## src/shared/icsr_pkg.sv

```systemverilog
// Package for the interrupt control and status register block.
// Assumes a 16-bit register port with word indices chosen below.
package icsr_pkg;
   // ==========================================================
   // Register indices on the plain register port.
   localparam logic [3:0] ADDR_CORE_CONTROL = 4'h0;
   localparam logic [3:0] ADDR_PROC_STATUS = 4'h1;
   localparam logic [3:0] ADDR_INTCTL_ONE = 4'h2;
   localparam logic [3:0] ADDR_INTCTL_TWO = 4'h3;
   localparam logic [3:0] ADDR_FLAGS_ZERO = 4'h4;
   localparam logic [3:0] ADDR_FLAGS_ONE = 4'h5;
   localparam logic [3:0] ADDR_FLAGS_TWO = 4'h6;
   localparam logic [3:0] ADDR_EVT_STATUS = 4'h7;
   localparam logic [3:0] ADDR_EVT_MASK = 4'h8;
   // ==========================================================
   // Field positions.
   localparam int CORE_PRIO_UPPER_POS = 3;
   localparam int CORE_PROG_VIS_POS = 2;
   localparam int STATUS_PRIO_LSB = 5;
   localparam int ICTL1_NEST_POS = 15;
   localparam int ICTL1_OSC_POS = 1;
   localparam int ICTL1_STACK_POS = 2;
   localparam int ICTL1_ADDR_POS = 3;
   localparam int ICTL1_ARITH_POS = 4;
   localparam int ICTL1_DMA_POS = 5;
   localparam int ICTL1_DIV0_POS = 6;
   localparam int ICTL2_ALT_POS = 15;
   localparam int ICTL2_INSTR_DIS_POS = 14;
   localparam logic [3:0] PRIO_UPPER_LIMIT = 4'h7;
   // ==========================================================
   // Implemented-bit masks and reset values.
   localparam logic [15:0] ICTL1_MASK = 16'h807e;
   localparam logic [15:0] ICTL2_MASK = 16'h801f;
   localparam logic [15:0] PSTAT_MASK = 16'h01ff;
   localparam logic [15:0] FLAGS0_MASK = 16'h7fff;
   localparam logic [15:0] FLAGS1_MASK = 16'hfffb;
   localparam logic [15:0] FLAGS2_MASK = 16'hdfff;
   localparam logic [15:0] REG_RESET = 16'h0000;
   localparam logic [2:0] EVT_MASK = 3'h7;
   // Event status bits: trap, flag request, external edge.
   localparam int EVT_TRAP_POS = 0;
   localparam int EVT_FLAG_POS = 1;
   localparam int EVT_EXT_POS = 2;

   typedef struct packed {
      logic div_zero;
      logic dma_ctrl;
      logic arith;
      logic addr;
      logic stack;
      logic osc_fail;
   } icsr_trap_s;

   typedef struct packed {
      logic [3:0] addr;
      logic [15:0] wdata;
      logic wr;
      logic rd;
   } icsr_bus_s;
endpackage

```

## src/rtl/icsr_regs.sv

```systemverilog
// Interrupt control, trap status and interrupt flag registers.
// Assumes a same-clock register port and same-clock peripheral requests;
// the five external interrupt pins are asynchronous.
//
// Summary of operation
// - Upper priority bit reads one when priority level exceeds seven.
// - Priority level is upper bit above status bits seven to five.
// - Software writes cannot change the upper priority bit.
// - Nesting disable bit fifteen disables nesting; resets to zero.
// - Lower priority bits are read-only while nesting is disabled.
// - Trap flags set sticky: osc 1, stack 2, address 3, math 4, DMA 5.
// - Bit six set when the math trap came from divide by zero.
// - Bits fourteen to seven and zero of control one read zero.
// - Polarity bit one picks falling edge, zero rising, per input.
// - Alternate table select chooses the vector table used for fetch.
// - Flag bits set on request, zero otherwise; all reset to zero.
// - Each source except external pins three and four sets its own flag, kept until software clears it.
// - Flag register zero low byte maps the first eight sources.
// - Flag register zero high byte maps next seven; bit fifteen absent.
// - Flag register one low byte map, bit two absent.
// - Flag register one high byte map.
// - Flag register two map, bit thirteen absent.
`timescale 1ns/10ps
module icsr_regs (
   // Clock and reset
   input wire logic clock,
   input wire logic reset_n,
   // Register port
   input wire logic [3:0] reg_addr,
   input wire logic [15:0] reg_wdata,
   input wire logic reg_wr,
   input wire logic reg_rd,
   output logic [15:0] reg_rdata,
   // Core side
   input wire logic core_prio_upper_set,
   input wire logic core_prio_upper_clr,
   input wire logic core_prio_wr,
   input wire logic [2:0] core_prio_wdata,
   input wire logic instr_disable_active,
   input wire icsr_pkg::icsr_trap_s trap_event,
   output logic [3:0] prio_level,
   output logic nesting_disable,
   output logic alt_table_select,
   output logic irq_pending,
   // Interrupt sources
   input wire logic [15:0] flags_zero_req,
   input wire logic [15:0] flags_one_req,
   input wire logic [15:0] flags_two_req,
   input wire logic [4:0] ext_irq_pin,
   // Event interrupt
   output logic irq_out
);
   // ==========================================================
   // Register port decode
   icsr_pkg::icsr_bus_s bus;
   assign bus = '{addr: reg_addr, wdata: reg_wdata, wr: reg_wr, rd: reg_rd};

   logic wr_core, wr_pstat, wr_ictl1, wr_ictl2, wr_f0, wr_f1, wr_f2, wr_evst, wr_evmk;
   assign wr_core = bus.wr && (bus.addr == icsr_pkg::ADDR_CORE_CONTROL);
   assign wr_pstat = bus.wr && (bus.addr == icsr_pkg::ADDR_PROC_STATUS);
   assign wr_ictl1 = bus.wr && (bus.addr == icsr_pkg::ADDR_INTCTL_ONE);
   assign wr_ictl2 = bus.wr && (bus.addr == icsr_pkg::ADDR_INTCTL_TWO);
   assign wr_f0 = bus.wr && (bus.addr == icsr_pkg::ADDR_FLAGS_ZERO);
   assign wr_f1 = bus.wr && (bus.addr == icsr_pkg::ADDR_FLAGS_ONE);
   assign wr_f2 = bus.wr && (bus.addr == icsr_pkg::ADDR_FLAGS_TWO);
   assign wr_evst = bus.wr && (bus.addr == icsr_pkg::ADDR_EVT_STATUS);
   assign wr_evmk = bus.wr && (bus.addr == icsr_pkg::ADDR_EVT_MASK);

   // ==========================================================
   // Core control: upper priority bit and data space visibility
   logic prio_upper_ff;
   logic prog_vis_ff;
   // The upper bit only moves on core trap entry and return, never by software.
   always_ff @(posedge clock or negedge reset_n) begin
      if (!reset_n) begin
         prio_upper_ff <= 1'b0;
      end else if (core_prio_upper_set) begin
         prio_upper_ff <= 1'b1;
      end else if (core_prio_upper_clr) begin
         prio_upper_ff <= 1'b0;
      end
   end

   always_ff @(posedge clock or negedge reset_n) begin
      if (!reset_n) begin
         prog_vis_ff <= 1'b0;
      end else if (wr_core) begin
         prog_vis_ff <= bus.wdata[icsr_pkg::CORE_PROG_VIS_POS];
      end
   end

   // ==========================================================
   // Processor status: lower priority bits and the other status bits
   logic [8:0] pstat_ff;
   logic [15:0] pstat_next;
   always_comb begin
      pstat_next = {7'h00, pstat_ff};
      if (wr_pstat) begin
         pstat_next[4:0] = bus.wdata[4:0];
         pstat_next[8] = bus.wdata[8];
         if (!nesting_disable) begin
            pstat_next[7:5] = bus.wdata[7:5];
         end
      end
      // The core may always move its own level, e.g. on exception entry.
      if (core_prio_wr) begin
         pstat_next[7:5] = core_prio_wdata;
      end
   end

   always_ff @(posedge clock or negedge reset_n) begin
      if (!reset_n) begin
         pstat_ff <= 9'h000;
      end else begin
         pstat_ff <= pstat_next[8:0];
      end
   end

   assign prio_level = {prio_upper_ff, pstat_ff[7:5]};

   // ==========================================================
   // Interrupt control one: nesting disable and sticky trap flags
   logic [15:0] ictl1_ff;
   logic [15:0] trap_set;
   always_comb begin
      trap_set = 16'h0000;
      trap_set[icsr_pkg::ICTL1_OSC_POS] = trap_event.osc_fail;
      trap_set[icsr_pkg::ICTL1_STACK_POS] = trap_event.stack;
      trap_set[icsr_pkg::ICTL1_ADDR_POS] = trap_event.addr;
      trap_set[icsr_pkg::ICTL1_ARITH_POS] = trap_event.arith;
      trap_set[icsr_pkg::ICTL1_DMA_POS] = trap_event.dma_ctrl;
      // Cause bit follows only a math trap.
      trap_set[icsr_pkg::ICTL1_DIV0_POS] = trap_event.arith && trap_event.div_zero;
   end

   always_ff @(posedge clock or negedge reset_n) begin
      if (!reset_n) begin
         ictl1_ff <= icsr_pkg::REG_RESET;
      end else if (wr_ictl1) begin
         ictl1_ff <= (bus.wdata | trap_set) & icsr_pkg::ICTL1_MASK;
      end else begin
         ictl1_ff <= (ictl1_ff | trap_set) & icsr_pkg::ICTL1_MASK;
      end
   end

   assign nesting_disable = ictl1_ff[icsr_pkg::ICTL1_NEST_POS];

   // ==========================================================
   // Interrupt control two: vector table select and edge polarity
   logic alt_ff;
   logic [4:0] polarity_ff;
   always_ff @(posedge clock or negedge reset_n) begin
      if (!reset_n) begin
         alt_ff <= 1'b0;
         polarity_ff <= 5'h00;
      end else if (wr_ictl2) begin
         alt_ff <= bus.wdata[icsr_pkg::ICTL2_ALT_POS];
         polarity_ff <= bus.wdata[4:0];
      end
   end

   assign alt_table_select = alt_ff;

   // ==========================================================
   // External pins: synchroniser and edge select
   logic [4:0] ext_meta_ff, ext_sync_ff, ext_last_ff;
   always_ff @(posedge clock or negedge reset_n) begin
      if (!reset_n) begin
         ext_meta_ff <= 5'h00;
         ext_sync_ff <= 5'h00;
         ext_last_ff <= 5'h00;
      end else begin
         ext_meta_ff <= ext_irq_pin;
         ext_sync_ff <= ext_meta_ff;
         ext_last_ff <= ext_sync_ff;
      end
   end

   // Edges count only once both compared stages hold real pin samples.
   // This keeps a pin that idles high from faking an edge after reset.
   logic [2:0] ext_prime_ff;
   always_ff @(posedge clock or negedge reset_n) begin
      if (!reset_n) begin
         ext_prime_ff <= 3'h0;
      end else begin
         ext_prime_ff <= {ext_prime_ff[1:0], 1'b1};
      end
   end

   logic [4:0] ext_edge;
   // Polarity one picks the falling edge, zero the rising edge.
   assign ext_edge = {5{ext_prime_ff[2]}}
                   & ((polarity_ff & ext_last_ff & ~ext_sync_ff)
                   | (~polarity_ff & ~ext_last_ff & ext_sync_ff));

   // ==========================================================
   // Interrupt flag registers
   logic [15:0] set_f0, set_f1, set_f2;
   always_comb begin
      set_f0 = flags_zero_req;
      set_f0[0] = ext_edge[0];
      set_f1 = flags_one_req;
      set_f1[4] = ext_edge[1];
      set_f1[13] = ext_edge[2];
      set_f2 = flags_two_req;
   end

   logic [15:0] flags0_ff, flags1_ff, flags2_ff;
   // Software may write either value; a same-cycle request still wins.
   always_ff @(posedge clock or negedge reset_n) begin
      if (!reset_n) begin
         flags0_ff <= icsr_pkg::REG_RESET;
         flags1_ff <= icsr_pkg::REG_RESET;
         flags2_ff <= icsr_pkg::REG_RESET;
      end else begin
         flags0_ff <= ((wr_f0 ? bus.wdata : flags0_ff) | set_f0) & icsr_pkg::FLAGS0_MASK;
         flags1_ff <= ((wr_f1 ? bus.wdata : flags1_ff) | set_f1) & icsr_pkg::FLAGS1_MASK;
         flags2_ff <= ((wr_f2 ? bus.wdata : flags2_ff) | set_f2) & icsr_pkg::FLAGS2_MASK;
      end
   end

   // Servicing never clears a flag; only the register write does.
   assign irq_pending = |{flags0_ff, flags1_ff, flags2_ff};

   // ==========================================================
   // Event status, mask and interrupt output
   logic [2:0] evt_status_ff, evt_mask_ff, evt_set;
   assign evt_set[icsr_pkg::EVT_TRAP_POS] = |trap_set;
   assign evt_set[icsr_pkg::EVT_FLAG_POS] = |{set_f0, set_f1, set_f2};
   assign evt_set[icsr_pkg::EVT_EXT_POS] = |ext_edge;

   always_ff @(posedge clock or negedge reset_n) begin
      if (!reset_n) begin
         evt_status_ff <= 3'h0;
      end else if (wr_evst) begin
         evt_status_ff <= (evt_status_ff & ~bus.wdata[2:0]) | evt_set;
      end else begin
         evt_status_ff <= evt_status_ff | evt_set;
      end
   end

   always_ff @(posedge clock or negedge reset_n) begin
      if (!reset_n) begin
         evt_mask_ff <= 3'h0;
      end else if (wr_evmk) begin
         evt_mask_ff <= bus.wdata[2:0] & icsr_pkg::EVT_MASK;
      end
   end

   assign irq_out = |(evt_status_ff & evt_mask_ff);

   // ==========================================================
   // Read data, one cycle after the read strobe
   logic [15:0] rd_mux;
   always_comb begin
      rd_mux = 16'h0000;
      unique case (bus.addr)
         icsr_pkg::ADDR_CORE_CONTROL: begin
            rd_mux[icsr_pkg::CORE_PRIO_UPPER_POS] =
               (prio_level > icsr_pkg::PRIO_UPPER_LIMIT);
            rd_mux[icsr_pkg::CORE_PROG_VIS_POS] = prog_vis_ff;
         end
         icsr_pkg::ADDR_PROC_STATUS: rd_mux = {7'h00, pstat_ff} & icsr_pkg::PSTAT_MASK;
         icsr_pkg::ADDR_INTCTL_ONE: rd_mux = ictl1_ff;
         icsr_pkg::ADDR_INTCTL_TWO: begin
            rd_mux[icsr_pkg::ICTL2_ALT_POS] = alt_ff;
            rd_mux[icsr_pkg::ICTL2_INSTR_DIS_POS] = instr_disable_active;
            rd_mux[4:0] = polarity_ff;
         end
         icsr_pkg::ADDR_FLAGS_ZERO: rd_mux = flags0_ff;
         icsr_pkg::ADDR_FLAGS_ONE: rd_mux = flags1_ff;
         icsr_pkg::ADDR_FLAGS_TWO: rd_mux = flags2_ff;
         icsr_pkg::ADDR_EVT_STATUS: rd_mux[2:0] = evt_status_ff;
         icsr_pkg::ADDR_EVT_MASK: rd_mux[2:0] = evt_mask_ff;
         default: rd_mux = 16'h0000;
      endcase
   end

   always_ff @(posedge clock or negedge reset_n) begin
      if (!reset_n) begin
         reg_rdata <= 16'h0000;
      end else if (bus.rd) begin
         reg_rdata <= rd_mux;
      end else begin
         reg_rdata <= 16'h0000;
      end
   end
endmodule // icsr_regs

```

## config.mk

```make
export PLATFORM = sky130hd
export DESIGN_NAME = icsr_regs
export DESIGN_NICKNAME = d
export VERILOG_FILES = /design/src/shared/icsr_pkg.sv /design/src/rtl/icsr_regs.sv
export SDC_FILE = /design/constraint.sdc
export NUM_CORES = 1
export LEC_CHECK = 0
export ABC_CLOCK_PERIOD_IN_PS = 3100
export BUFFER_PORTS_ARGS = -buffer_cell sky130_fd_sc_hd__buf_2
export CAP_MARGIN = 20
export CORE_ASPECT_RATIO = 1.2
export CORE_UTILIZATION = 55
export DETAILED_ROUTE_END_ITERATION = 10
export PLACE_DENSITY = 0.78
export SLEW_MARGIN = 20
export SYNTH_ARGS = -nofsm -noshare
export SYNTH_HDL_FRONTEND = slang
export SYNTH_SLANG_ARGS = --single-unit
```

## constraint.sdc

```tcl
create_clock -name clock -period 3.1 [get_ports clock]
set_input_delay 0.465 -clock clock [delete_from_list [all_inputs] [get_ports clock]]
set_output_delay 0.465 -clock clock [all_outputs]
set_load 0.01 [all_outputs]
```

==> impl_metrics.yaml <==
run_status:
  outcome: "finished clean"
route:
  first_pass_iters: 5
  postRouteAntennaNets: 0
  viasPerCell: 6.04
  vias: 4412
  drt_drc_violations_left: 0
  wl_per_cell_um: 19.6
  drt_iter0_markers: 358
  routed_wl_um: 14300
cts:
  clock-root-buffer: "clkbuf_8"
  clock-sinks: 109
  htree_levels: 3
  cts_tree: "done"
  post_cts_buffers: 0
  clk_pin_slew_ns: 0.10
  ctsResizeCount: 0
  cts_hold_buf: 0
  cts_buffers: 9
  clk_latency_ns: 0.37
  clk_path_buf_depth: 2
floorplan:
  initial_core_util_pct: 57.0
  chipWidth_um: 90.5
  row_count: 38
  core_sq_um: 9080
  die_h_um: 108
  ios: 114
  die_area_sq_um: 9800
worst_setup_path:
  worst_ep_required_time_ns: 2.63
  critPathKind: "flip-flop to primary output"
  rrSetupSlack_ns: 1.64
  rr_endpoint: "evt_status_ff[2]"
  startpoint: "flags1_ff[0]"
  endpoint: "irq_pending"
  arrival_ns: 1.82
  cp-end-kind: "primary output"
  r2r-start: "polarity_ff[2]"
  cp_max_fo: 3
  critPathLaunchType: "flip-flop"
  worst_r2r_path_depth: 4
timing:
  finalClockSkew_ns: 0.00754
  hold_ws_ns: 0.138
  final.setup.worst_slack_ns: 0.816
  slew_headroom_pct: 51.4
  fin_crit_sh_pct: 73.7
  worstMarginPinSlew_ns: 0.729
  fin_crit_ns: 2.28
  hold_violations: 0
  setup_viol: 0
  fmax_mhz: 438
  tns_ns: 0
  slew_viol_final: 0
  rsz0062_at_grt: "no"
power:
  vdd_ir_drop_max_mv: 0.223
  power_leakage_nw: 2.69
  pwr_density_cell_nw_per_um2: 470
global_route:
  grt_max_degree: 57
  first_global_vias: 4370
  grt_usage_pct: 31.0
  grt_pass1_wl_um: 22900
  grt_remaining_overflow: 0
  antenna_found_initial: 0
place:
  placed_area_sq_um: 5770
  placement.io_buffers: 110
  place_ws_ns: 0.765
  place_hpwl_um: 10400
  place_inst: 715
  gp_congestion: 0.949
yosys:
  netlist_area_sq_um: 5170
  ys_seq_elements: 109
  synthArstFlopShare_pct: 100
  yosysUniqueCellTypes: 52
  synth_area_per_cell_sq_um: 10.3
  ys_warn_count: 0
  yosysSeqAreaShare_pct: 52.7
  synth_area_leaders: "dfrtp_1, nand2_1, nand3b_1, mux2_2, mux2i_1"
  synth_top_area_share_pct: 52.7
  synthFlopType: "dfrtp_1"
  yosysTopAreaCell: "dfrtp_1"
  synthCells: 504
  synth-edff-count: 0
  syn_nets: 594
cells_and_area:
  diodes: 0
  areaGrowthSynthToFinish_pct: 15.1
  drive_above_1_share_pct: 26.0
  mostFrequentLayoutCell: "nand2_1"
  nFillCells: 772
  design_area_sq_um: 5950
  layout_common_cells: "nand2_1, dfrtp_1, buf_2"
  instances_no_fill: 731
  nNetsFinal: 696
hold_path:
  hold_path_class: "input pin to async pin"
run:
  cap_violations: 0
## routing by layer
layer  vias up  global-route usage (%)  wire [um]
met5         -                       0          0
met4         0                    14.4        448
met3        44                    4.01        989
met2       220                    49.5       6670
met1      2149                    42.6       6190
li1       1999                       -          -
## cells in the mapped netlist, drive strengths merged, types with 9 or more instances
cell type  number
a21oi          11
buf            25
dfrtp         109
mux2           20
mux2i          14
nand2         119
nand3          16
nand3b         49
nor2           19
nor3            9
nor4           20
## state kept, by name, summed over array words and instances, names as in the netlist
signal	count
flags1_ff	15
ext_meta_ff	5
evt_mask_ff	3
pstat_ff	9
alt_table_select	1
evt_status_ff	3
ext_prime_ff	3
ext_last_ff	5
flags0_ff	15
prio_upper_ff	1
polarity_ff	5
ext_sync_ff	5
flags2_ff	15
prog_vis_ff	1
reg_rdata	16
ictl1_ff	7
## power breakdown
part	total [mW]	internal [mW]	switching, mW
clock	0.805	0.336	0.469
combinational	0.405	0.186	0.219
sequential	1.59	1.51	0.0747
## cell families (layout without fill, tap and decap cells)
group	Yosys count	after routing	synth area share, %
other cells	1	1	0.0725
simple gates	274	274	28.7
buf+inv	30	137	3.60
mux	34	34	7.13
flops	109	109	52.7
xor+xnor	1	1	0.169
compound gates	55	55	7.57
## metrics by stage
step	power, mW	util (%)
6_report	2.80	65.6
5_1_grt	2.91	65.6
4_1_cts	2.81	65.6
3_5_place_dp	2.02	63.6
3_3_place_gp	2.00	63.6
2_1_floorplan	1.82	-
## critical path, cell delays in order (launching register included)
cell and delay [ns]:
dfrtp_1 0.42, nor4_1 0.41, nand4_1 0.18, nor2_1 0.15
nand4_1 0.12, buf_2 0.17
## area by class of cell
| class | count | area, sq um | area share [%] |
|---|---|---|---|
| inverter | 3 | 11.3 | 0.189 |
| timing repair buffer | 118 | 626 | 10.5 |
| clock buffer | 13 | 159 | 2.67 |
| tap | 120 | 150 | 2.52 |
| clock inverter | 3 | 20.0 | 0.336 |
| multi-input combinational | 365 | 2260 | 38.0 |
| sequential | 109 | 2730 | 45.8 |
## worst min path at each step
stage | start | endpoint | cells after the start | slack, ns
final | reset_n | ictl1_ff[5] | 1 | 0.14
after global routing | ext_irq_pin[3] | ext_meta_ff[3] | 1 | 0.17
after CTS | reset_n | evt_mask_ff[2] | 1 | 0.15
after detailed placement | ext_meta_ff[2] | ext_sync_ff[2] | 0 | 0.33
after global placement | ext_prime_ff[0] | ext_prime_ff[1] | 0 | 0.33
after floorplan | reset_n | alt_table_select | 0 | 0.17
Power figures use the tool's default switching activity.
